<file path="config.mk">
export PLATFORM = sky130hd
export DESIGN_NAME = mda_attr_regs
export DESIGN_NICKNAME = d
export VERILOG_FILES = /design/src/core/mda_pkg.sv /design/src/core/mda_mem_window.sv /design/src/core/mda_attr_regs.sv
export VERILOG_INCLUDE_DIRS = /design/src /design/src/core
export SDC_FILE = /design/constraint.sdc
export NUM_CORES = 2
export LEC_CHECK = 0
export BUFFER_PORTS_ARGS = -buffer_cell sky130_fd_sc_hd__buf_4
export CORE_MARGIN = 4
export CORE_UTILIZATION = 55
export DETAILED_ROUTE_END_ITERATION = 8
export PLACE_DENSITY = 0.76
export RECOVER_POWER = 25
export SYNTH_ARGS = -nofsm -noshare
export SYNTH_HDL_FRONTEND = slang
export SYNTH_SLANG_ARGS = --single-unit
</file>
<file path="constraint.sdc">
create_clock -name clk_i -period 3.65 [get_ports clk_i]
set_clock_uncertainty 0.2 [all_clocks]
set_input_delay 0 -clock clk_i [delete_from_list [all_inputs] [get_ports clk_i]]
set_output_delay 0 -clock clk_i [all_outputs]
set_load 0.05 [all_outputs]
</file>
<file path="src/core/mda_defines.svh">
// Purpose: Offsets, field positions, codes and timing for the memory attribute block
// Assumes: 16-bit configuration words at byte offsets in A16 space
// Notes: Included by bare name from the modules
`ifndef MDA_DEFINES_SVH
`define MDA_DEFINES_SVH

// A16 configuration register byte offsets
`define MDA_OFS_ID 6'h00
`define MDA_OFS_DEVTYPE 6'h02
`define MDA_OFS_STATCTL 6'h04
`define MDA_OFS_OFFSET 6'h06
`define MDA_OFS_ATTR 6'h08
`define MDA_OFS_SCRATCH 6'h0A

// A16 configuration area placement and register reset values
`define MDA_A16_TOP 2'h3
`define MDA_OFFSET_RST 16'h0000
`define MDA_SCRATCH_RST 16'h0000

// Attribute field positions
`define MDA_ATTR_KIND_HI 15
`define MDA_ATTR_NS 13
`define MDA_ATTR_BLOCK_XFER 12
`define MDA_ATTR_NP 11
`define MDA_ATTR_WORD32 7
`define MDA_ATTR_WORD64 6
`define MDA_ATTR_RSV 2'h3

// Memory kind codes
`define MDA_KIND_RAM 2'h3
`define MDA_KIND_ROM 2'h1
`define MDA_KIND_OTHER 2'h2

// Control field positions
`define MDA_CTL_MEM_EN 15
`define MDA_CTL_SRST 0

// Address modifier codes accepted for single D16 cycles
`define MDA_AM_A16_SUP 6'h2D
`define MDA_AM_A16_USR 6'h29
`define MDA_AM_A24_SUP 6'h3D
`define MDA_AM_A24_USR 6'h39
`define MDA_AM_A32_SUP 6'h0D
`define MDA_AM_A32_USR 6'h09
`define MDA_AM_A64_SGL 6'h01

// Timing: clock period and upper edge of the default speed class
`define MDA_CLK_NS 40
`define MDA_CLASS_MAX_NS 800
`define MDA_CLASS_MAX_CYC (`MDA_CLASS_MAX_NS / `MDA_CLK_NS)
`define MDA_SYNC_CYC 2

`endif

</file>
<file path="src/core/mda_pkg.sv">
// Purpose: Types for the memory attribute block
// Assumes: Constants live in mda_defines.svh
// Notes: Address space codes are the ID register field values
package mda_pkg;
    // Bus cycle state
    typedef enum logic [1:0] {
        MDA_ST_IDLE,
        MDA_ST_WAIT,
        MDA_ST_ACK,
        MDA_ST_HOLD
    } mda_state_t;

    // Space holding the memory block
    typedef enum logic [1:0] {
        MDA_SP_A24,
        MDA_SP_A32,
        MDA_SP_A64,
        MDA_SP_A16_ONLY
    } mda_space_t;
endpackage

</file>
<file path="src/core/mda_mem_window.sv">
// Purpose: Decode the memory block window in A24, A32 or A64 space
// Assumes: Address and modifier already synchronised
// Notes: Block base is the offset register in the top 16 bits of the space
`timescale 1ns/100ps
`include "mda_defines.svh"
module mda_mem_window #(
    parameter mda_pkg::mda_space_t SPACE = mda_pkg::MDA_SP_A24,
    parameter int MEM_AW = 8
) (
    // Bus cycle fields
    input wire logic [63:0] addr_i,
    input wire logic [5:0] am_i,
    // Configuration state
    input wire logic [15:0] offset_i,
    input wire logic mem_en_i,
    input wire logic ns_both_i,
    // Decode result
    output logic hit_o,
    output logic [MEM_AW-1:0] index_o
);
    import mda_pkg::*;

    logic base_match;
    logic am_sup;
    logic am_usr;

    // Space selection and base compare
    always_comb
    begin
        base_match = 1'b0;
        am_sup = 1'b0;
        am_usr = 1'b0;
        case (SPACE)
            MDA_SP_A24:
            begin
                base_match = (addr_i[23:8] == offset_i);
                am_sup = (am_i == `MDA_AM_A24_SUP);
                am_usr = (am_i == `MDA_AM_A24_USR);
            end
            MDA_SP_A32:
            begin
                base_match = (addr_i[31:16] == offset_i);
                am_sup = (am_i == `MDA_AM_A32_SUP);
                am_usr = (am_i == `MDA_AM_A32_USR);
            end
            MDA_SP_A64:
            begin
                base_match = (addr_i[63:48] == offset_i);
                am_sup = (am_i == `MDA_AM_A64_SGL);
            end
            default:
            begin
                base_match = 1'b0;
            end
        endcase
    end

    assign hit_o = mem_en_i && base_match && (am_sup || (am_usr && ns_both_i));
    assign index_o = addr_i[MEM_AW:1];
endmodule

</file>
<file path="src/core/mda_attr_regs.sv">
// Purpose: Memory device configuration slave with attribute register and memory block
// Assumes: Backplane pins arrive asynchronously; D16 single cycles only
// Notes: No answer is given to unclaimed cycles; the bus times them out
//
// Operation
// - Top two attribute bits give memory kind: RAM, ROM or other.
// - Bit 13 set means user and supervisory access; clear means supervisory only.
// - Bit 12 low means block transfers supported; high otherwise.
// - Bit 11 low means non-volatile RAM or electrically programmable ROM.
// - Bits 10 to 8 give the access speed class code.
// - Strobe to acknowledge delay stays within the reported speed class.
// - Bit 7 low means 32-bit transfers accepted besides narrower ones.
// - Bit 6 low means 64-bit transfers accepted besides narrower ones.
// - Bits 5 and 4 always read as ones.
// - Low four bits hold a fixed device-specific value.
// - Attribute register is read-only; writes complete without effect.
// - Memory decoded as one block in wide space at offset register base.
// - Memory block never placed in 16-bit-only address space.
// - Standard configuration registers plus attribute register in A16 space.
// - Spare A16 locations may hold device-specific functions.
`timescale 1ns/100ps
`include "mda_defines.svh"
module mda_attr_regs #(
    parameter logic [1:0] MEM_KIND = `MDA_KIND_RAM,
    parameter logic NS_BOTH = 1'b1,
    parameter logic NP_N = 1'b1,
    parameter logic [2:0] SPEED_CLASS = 3'h4,
    parameter logic [3:0] DEV_DEP = 4'h0,
    parameter logic [11:0] MAKER_ID = 12'hABC, // Arbitrary value
    parameter logic [15:0] DEV_TYPE = 16'h1357, // Arbitrary value
    parameter logic [1:0] ID_CLASS = 2'h1, // Arbitrary value
    parameter mda_pkg::mda_space_t SPACE = mda_pkg::MDA_SP_A24,
    parameter int MEM_AW = 8,
    parameter logic [4:0] MEM_WAIT = 5'h04
) (
    // Clock and reset
    input wire logic clk_i,
    input wire logic rst_n_i,
    // Logical address strap
    input wire logic [7:0] la_i,
    // Backplane address and control
    input wire logic [63:0] addr_i,
    input wire logic [5:0] am_i,
    input wire logic as_n_i,
    input wire logic ds0_n_i,
    input wire logic ds1_n_i,
    input wire logic write_n_i,
    // Backplane data, two-way
    input wire logic [15:0] data_i,
    output logic [15:0] data_o,
    output logic data_oe_o,
    // Acknowledge, open drain
    output logic dtack_n_o,
    output logic dtack_oe_o,
    // Status
    output logic mem_en_o
);
    import mda_pkg::*;

    localparam int SYNC_W = 64 + 6 + 4 + 16 + 8;
    // Data path is 16 bits, single cycles only
    localparam logic BLOCK_XFER_CAPABLE_N = 1'b1;
    localparam logic WORD32_CAPABLE_N = 1'b1;
    localparam logic WORD64_CAPABLE_N = 1'b1;
    localparam logic [4:0] WAIT_MAX = 5'(`MDA_CLASS_MAX_CYC - `MDA_SYNC_CYC - 2);

    logic [SYNC_W-1:0] sync1_q;
    logic [SYNC_W-1:0] sync2_q;
    logic [63:0] a_s;
    logic [5:0] am_s;
    logic as_s;
    logic ds0_s;
    logic ds1_s;
    logic wr_s;
    logic [15:0] d_s;
    logic [7:0] la_s;
    logic [1:0] boot_q;
    logic [7:0] la_q;
    mda_state_t state_q;
    logic [4:0] wait_q;
    logic cfg_sel_q;
    logic mem_sel_q;
    logic [15:0] offset_q;
    logic mem_en_q;
    logic srst_q;
    logic [15:0] scratch_q;
    logic [15:0] attr;
    logic [15:0] id_word;
    logic [15:0] cfg_rdata;
    logic cfg_hit;
    logic mem_hit;
    logic [MEM_AW-1:0] mem_idx;
    logic [MEM_AW-1:0] idx_q;
    logic strobe;
    logic done;
    logic [15:0] mem_q [0:(1 << MEM_AW)-1];

    // Two-stage synchroniser for every pin
    always_ff @(posedge clk_i or negedge rst_n_i)
    begin
        if (!rst_n_i)
        begin
            sync1_q <= '1;
            sync2_q <= '1;
        end
        else
        begin
            sync1_q <= {addr_i, am_i, as_n_i, ds0_n_i, ds1_n_i, write_n_i, data_i, la_i};
            sync2_q <= sync1_q;
        end
    end

    // Synchronised fields, strobes turned active high
    assign a_s = sync2_q[SYNC_W-1 -: 64];
    assign am_s = sync2_q[SYNC_W-65 -: 6];
    assign as_s = !sync2_q[27];
    assign ds0_s = !sync2_q[26];
    assign ds1_s = !sync2_q[25];
    assign wr_s = !sync2_q[24];
    assign d_s = sync2_q[23:8];
    assign la_s = sync2_q[7:0];
    assign strobe = as_s && (ds0_s || ds1_s);

    // Strap capture once the synchroniser has filled
    always_ff @(posedge clk_i or negedge rst_n_i)
    begin
        if (!rst_n_i)
        begin
            boot_q <= 2'h0;
            la_q <= 8'h00;
        end
        else if (boot_q != 2'h3)
        begin
            boot_q <= boot_q + 2'h1;
            la_q <= la_s;
        end
    end

    assign attr = {MEM_KIND, NS_BOTH, BLOCK_XFER_CAPABLE_N, NP_N, SPEED_CLASS,
                   WORD32_CAPABLE_N, WORD64_CAPABLE_N, `MDA_ATTR_RSV, DEV_DEP};
    assign id_word = {ID_CLASS, 2'(SPACE), MAKER_ID};

    assign cfg_hit = (a_s[15:14] == `MDA_A16_TOP) && (a_s[13:6] == la_q)
        && ((am_s == `MDA_AM_A16_SUP) || (am_s == `MDA_AM_A16_USR));

    // Memory block window
    mda_mem_window #(
        .SPACE(SPACE),
        .MEM_AW(MEM_AW)
    ) u_window (
        .addr_i(a_s),
        .am_i(am_s),
        .offset_i(offset_q),
        .mem_en_i(mem_en_q),
        .ns_both_i(NS_BOTH),
        .hit_o(mem_hit),
        .index_o(mem_idx)
    );

    // Configuration read mux
    always_comb
    begin
        if (a_s[5:0] == `MDA_OFS_ID)
            cfg_rdata = id_word;
        else if (a_s[5:0] == `MDA_OFS_DEVTYPE)
            cfg_rdata = DEV_TYPE;
        else if (a_s[5:0] == `MDA_OFS_STATCTL)
            cfg_rdata = {mem_en_q, 14'h3FFF, srst_q};
        else if (a_s[5:0] == `MDA_OFS_OFFSET)
            cfg_rdata = offset_q;
        else if (a_s[5:0] == `MDA_OFS_ATTR)
            cfg_rdata = attr;
        else if (a_s[5:0] == `MDA_OFS_SCRATCH)
            cfg_rdata = scratch_q;
        else
            cfg_rdata = 16'h0000;
    end

    // Cycle sequencer
    always_ff @(posedge clk_i or negedge rst_n_i)
    begin
        if (!rst_n_i)
        begin
            state_q <= MDA_ST_IDLE;
            wait_q <= 5'h00;
            cfg_sel_q <= 1'b0;
            mem_sel_q <= 1'b0;
            idx_q <= '0;
        end
        else
        begin
            case (state_q)
                MDA_ST_IDLE:
                begin
                    if (strobe)
                    begin
                        cfg_sel_q <= cfg_hit;
                        mem_sel_q <= mem_hit && !cfg_hit;
                        idx_q <= mem_idx;
                        wait_q <= 5'h00;
                        state_q <= (cfg_hit || mem_hit) ? MDA_ST_WAIT : MDA_ST_HOLD;
                    end
                end
                MDA_ST_WAIT:
                begin
                    if (wait_q >= MEM_WAIT || wait_q >= WAIT_MAX || cfg_sel_q)
                        state_q <= MDA_ST_ACK;
                    else
                        wait_q <= wait_q + 5'h01;
                end
                MDA_ST_ACK:
                begin
                    if (!strobe)
                        state_q <= MDA_ST_IDLE;
                end
                default:
                begin
                    if (!strobe)
                        state_q <= MDA_ST_IDLE;
                end
            endcase
        end
    end

    assign done = (state_q == MDA_ST_WAIT)
        && (wait_q >= MEM_WAIT || wait_q >= WAIT_MAX || cfg_sel_q);

    // Configuration register writes
    always_ff @(posedge clk_i or negedge rst_n_i)
    begin
        if (!rst_n_i)
        begin
            offset_q <= `MDA_OFFSET_RST;
            mem_en_q <= 1'b0;
            srst_q <= 1'b0;
            scratch_q <= `MDA_SCRATCH_RST;
        end
        else if (done && cfg_sel_q && wr_s)
        begin
            if (a_s[5:0] == `MDA_OFS_OFFSET)
                offset_q <= d_s;
            else if (a_s[5:0] == `MDA_OFS_STATCTL)
            begin
                mem_en_q <= d_s[`MDA_CTL_MEM_EN] && (SPACE != MDA_SP_A16_ONLY);
                srst_q <= d_s[`MDA_CTL_SRST];
            end
            else if (a_s[5:0] == `MDA_OFS_SCRATCH)
                scratch_q <= d_s;
        end
    end

    // Memory array with byte lanes; ROM and soft reset block writes
    always_ff @(posedge clk_i)
    begin
        if (done && mem_sel_q && wr_s && MEM_KIND != `MDA_KIND_ROM && !srst_q)
        begin
            if (ds1_s)
                mem_q[idx_q][15:8] <= d_s[15:8];
            if (ds0_s)
                mem_q[idx_q][7:0] <= d_s[7:0];
        end
    end

    // Bus drivers, all registered
    always_ff @(posedge clk_i or negedge rst_n_i)
    begin
        if (!rst_n_i)
        begin
            data_o <= 16'h0000;
            data_oe_o <= 1'b0;
            dtack_n_o <= 1'b1;
            dtack_oe_o <= 1'b0;
        end
        else if (done)
        begin
            data_o <= cfg_sel_q ? cfg_rdata : mem_q[idx_q];
            data_oe_o <= !wr_s;
            dtack_n_o <= 1'b0;
            dtack_oe_o <= 1'b1;
        end
        else if (state_q != MDA_ST_ACK || !strobe)
        begin
            data_oe_o <= 1'b0;
            dtack_n_o <= 1'b1;
            dtack_oe_o <= 1'b0;
        end
    end

    // Enable status out
    always_ff @(posedge clk_i or negedge rst_n_i)
    begin
        if (!rst_n_i)
            mem_en_o <= 1'b0;
        else
            mem_en_o <= mem_en_q;
    end
endmodule

</file>
==> tab_implementation.tex <==
\begin{tabular}{lr}
\hline
Metric & Value \\
\hline
\multicolumn{2}{l}{\textbf{Outcome}} \\
Result of the run & complete, but fails checks \\
Failing checks & capacitance limit, slew limit, setup timing \\
\multicolumn{2}{l}{\textbf{Worst setup path}} \\
Worst Setup End Kind & flip-flop \\
Category of the worst setup path launch point & flip-flop \\
Reg2reg path depth & 6 \\
Worst-path fanout max & 15 \\
Setup slack of the most critical reg-to-reg path & -0.13 ns \\
Destination of the worst register-to-register timing path & data\_o[4] \\
Critical path data required time & 4.29 ns \\
Worst R2R Start & idx\_q[7] \\
Worst Setup Path Type & flip-flop to flip-flop \\
Arrival time of the worst setup path & 4.41 ns \\
\multicolumn{2}{l}{\textbf{Logic synthesis}} \\
Fraction of post-synthesis cell area in the top cell type by area & 74.3\% \\
Synth Net Count & between 8000 and 9000 \\
Post-synthesis instance area & 166000 µm² \\
Number of enable-type register cells in the synthesized netlist & 4096 \\
Most used DFF post-synth & sky130\_fd\_sc\_hd\_\_edfxtp\_1 \\
Biggest area consumer among synthesized cells & sky130\_fd\_sc\_hd\_\_edfxtp\_1 \\
Synth Warn \# & 0 \\
Sequential-to-total area share from yosys stat & 77.3\% \\
Fraction of synthesis flops using an asynchronous set or reset pin & 4.54\% \\
Ranking of synthesized cells by area & sky130\_fd\_sc\_hd\_\_edfxtp\_1 (74\%), sky130\_fd\_sc\_hd\_\_mux4\_2 (12\%), sky130\_fd\_sc\_hd\_\_mux2i\_1 (2.8\%), sky130\_fd\_sc\_hd\_\_dfstp\_2 (1.8\%), sky130\_fd\_sc\_hd\_\_nor2\_1 (1.3\%) \\
Avg Cell Area, Syn & 20.7 µm² \\
Number of register bits inferred by synthesis & about 4300 \\
Gate Count Post-Synth & 8012 \\
Unique masters post-synth & 76 \\
\multicolumn{2}{l}{\textbf{Hold path}} \\
Path class of the lowest-slack min-delay path & primary input to flip-flop \\
Cell depth of the worst min-delay path & 3 \\
Worst Hold Launch & data\_i[1] \\
Endpoint with the worst hold slack & sync1\_q[9] \\
\multicolumn{2}{l}{\textbf{Floorplan}} \\
Top-level I/O count & 120 \\
Number of rows in the core area & 201 \\
Initial Util & about 55\% \\
Chip height & 557 µm \\
Floorplan Core Area & about 300000 µm² \\
Overall die width & between 500 and 600 µm \\
Die footprint & 310000 µm² \\
\multicolumn{2}{l}{\textbf{Cells and area}} \\
Highest-count cells in the layout ignoring fill and taps & sky130\_fd\_sc\_hd\_\_edfxtp\_1 (4096), sky130\_fd\_sc\_hd\_\_buf\_4 (1093), sky130\_fd\_sc\_hd\_\_mux4\_2 (876) \\
Number of nets at the end of the flow & around 9500 \\
Fraction of the core area covered by cells at the end of the flow & 64.6\% \\
Most common library cell in the layout ignoring fill and taps & sky130\_fd\_sc\_hd\_\_edfxtp\_1 \\
Final Instance Area & 194000 µm² \\
Layout area overhead & 16.9\% \\
Ratio of cells with drive above 1 in the final layout & 30.5\% \\
\multicolumn{2}{l}{\textbf{Flow run}} \\
Number of maximum-capacitance constraint violations & 17 \\
\multicolumn{2}{l}{\textbf{Timing}} \\
Final worst path period share & 104\% \\
Measured slew at the worst slew-check pin & 2.73 ns \\
Setup violation total in the final timing report & 4 \\
Worst path setup slack after routing & -0.128 ns \\
Maximum clock rate & 265 MHz \\
Relative slew slack & -82.0\% \\
Count of final hold-check violations & 0 \\
Sum Neg Setup Slack & -0.231 ns \\
Final worst path period need & 3.78 ns \\
Final Slew Violations & 1255 \\
Unrepaired setup endpoints after global routing & false \\
\multicolumn{2}{l}{\textbf{Power}} \\
Leakage power summed over all cells & 64.0 nW \\
Total power after layout & 140 mW \\
VDD IR max & 0.585 mV \\
Power density over cell area & slightly above 700 nW/µm² \\
\multicolumn{2}{l}{\textbf{Detailed routing}} \\
Violation count after the first detailed-routing iteration & 16152 \\
Mean routed wirelength per cell & 35.3 µm \\
Detailed Routing Iterations Pass 1 & 8 \\
Routed WL & 482000 µm \\
Via/cell ratio & a little under 7 \\
Via count & 92002 \\
Post-route ant nets & 0 \\
Residual DRC & 0 \\
\multicolumn{2}{l}{\textbf{Global route}} \\
Global Route Usage Sum & a little under a third \\
Via count of the first global-routing pass & 92353 \\
Overall overflow remaining after global route & 0 \\
Antenna violations before repair & 32 \\
Wire length of the first global-routing pass & 685000 µm \\
Largest net degree at the start of global routing & 148 \\
\multicolumn{2}{l}{\textbf{CTS}} \\
CTS Sinks & 4291 \\
Number of buffers added by the clock tree synthesis step & 403 \\
CTS tree & yes \\
Clock Tree Buf Depth & 4 \\
Clock transition at path regs & $\sim$0.070 ns \\
Clock root buffer & sky130\_fd\_sc\_hd\_\_clkbuf\_16 \\
Deepest level of the CTS H-tree & 5 \\
Clock latency on the worst-skew pair & 0.93 ns \\
\multicolumn{2}{l}{\textbf{Placed design}} \\
Hpwl dp & slightly above 300000 µm \\
Total of buffers placed on input and output ports & 78 \\
Dpl cell area & around 180000 µm² \\
Final GP Congestion & 0.971 \\
Setup WS pre-CTS & -0.274 ns \\
\hline
\end{tabular}
==> kinds of logic (layout without fill, tap and decap cells) <==
logic type | Yosys count | in the layout | share of synthesized area (%)
buffers and inverters | 489 | 2160 | 1.56
adders and majority gates | 3 | 3 | 0.0227
AOI/OAI and AO/OA | 686 | 686 | 2.89
and+or+nand+nor | 1120 | 1120 | 2.94
muxes | 1398 | 1398 | 15.1
xor gates and xnor gates | 25 | 25 | 0.132
other | 0 | 23 | 0
DFF | 4291 | 4291 | 77.3
==> power breakdown <==
group / switching (mW) / internal, mW / total, mW
Sequential: 0.991 / 54.2 / 55.2
Clock: 18.1 / 23.8 / 41.9
Combinational: 26.1 / 17.0 / 43.1
Total: 45.2 / 95.0 / 140
==> critical path, stage by stage (launching register included) <==
cell and delay [ns]:
sky130_fd_sc_hd__dfrtp_2 0.97, sky130_fd_sc_hd__inv_2 0.14, sky130_fd_sc_hd__nor2_1 0.49, sky130_fd_sc_hd__nand2_1 0.66
sky130_fd_sc_hd__o221ai_1 0.67, sky130_fd_sc_hd__o2111ai_1 0.26, sky130_fd_sc_hd__a31oi_1 0.26
==> synthesized netlist by cell type (69+ instances only) <==
| library cell | number |
|---|---|
| sky130_fd_sc_hd__dfstp_2 | 115 |
| sky130_fd_sc_hd__o21ai_0 | 72 |
| sky130_fd_sc_hd__edfxtp_1 | 4096 |
| sky130_fd_sc_hd__clkbuf_1 | 183 |
| sky130_fd_sc_hd__buf_2 | 142 |
| sky130_fd_sc_hd__a22oi_1 | 130 |
| sky130_fd_sc_hd__a221oi_1 | 69 |
| sky130_fd_sc_hd__nand2_1 | 259 |
| sky130_fd_sc_hd__nor2_1 | 571 |
| sky130_fd_sc_hd__o22ai_1 | 145 |
| sky130_fd_sc_hd__a21oi_1 | 82 |
| sky130_fd_sc_hd__buf_4 | 107 |
| sky130_fd_sc_hd__mux2i_1 | 469 |
| sky130_fd_sc_hd__nand3_1 | 106 |
| sky130_fd_sc_hd__dfrtp_1 | 80 |
| sky130_fd_sc_hd__mux4_2 | 876 |
==> flip-flops by register name (all words and copies together) (netlist names) <==
name and count:
boot_q 2, cfg_sel_q 1, data_o 16, data_oe_o 1, dtack_n_o 1, dtack_oe_o 1, idx_q 8, la_q 8
mem_en_o 1, mem_en_q 1, mem_q 4096, mem_sel_q 1, offset_q 16, scratch_q 16, srst_q 1, state_q 2
sync1_q 57, sync2_q 57, wait_q 5
==> repair_timing <==
| action | 4_1_cts | 5_1_grt |
|---|---|---|
| endpoints found under the setup margin | 169 | 19 |
| endpoints found under the hold margin | 252 | 0 |
| buffers inserted | 2 | 2 |
| resized for setup | 10 | 17 |
| hold buffers | 117 | 0 |
| pin swaps | 0 | 3 |
==> worst max path at each step <==
stage                    start        endpoint  cells past startpoint
finish                idx_q[7]       data_o[4]                      6
global route          idx_q[0]      data_o[12]                     13
CTS                   idx_q[0]       data_o[5]                      8
detailed placement    idx_q[0]       data_o[6]                      7
global placement      idx_q[0]       data_o[6]                      7
floorplan           state_q[0]  mem_q[170][10]                      8
==> layout make-up <==
class / instances / area (µm²)
flip-flops and latches: 4291 / 128000
fillers: 18537 / 106000
multi-input cells: 3232 / 35200
repair buffers: 1412 / 12200
clock buffers: 490 / 10700
well taps: 3958 / 4950
clock inverters: 242 / 2390
inverters: 16 / 70.1
diodes: 23 / 57.6
==> metrics by stage <==
step | hold slack [ns] | std cells
6_report | 0.0744 | 13664
5_1_grt | 0.0708 | 13645
4_1_cts | 0.0171 | 13639
3_5_place_dp | -0.0905 | 12788
3_3_place_gp | -0.0903 | 12788
2_1_floorplan | -0.496 | 8012
==> per-layer routing <==
| metal | vias up | GRT usage (%) | part of all wire [%] |
|---|---|---|---|
| met5 | - | 0 | 0.033 |
| met3 | 1501 | 10.4 | 15 |
| met1 | 47084 | 40.8 | 33 |
| met2 | 7612 | 46.7 | 45 |
| li1 | 35781 | - | - |
| met4 | 24 | 16.0 | 6.5 |
Note: power is estimated with default switching activity, not from simulation.
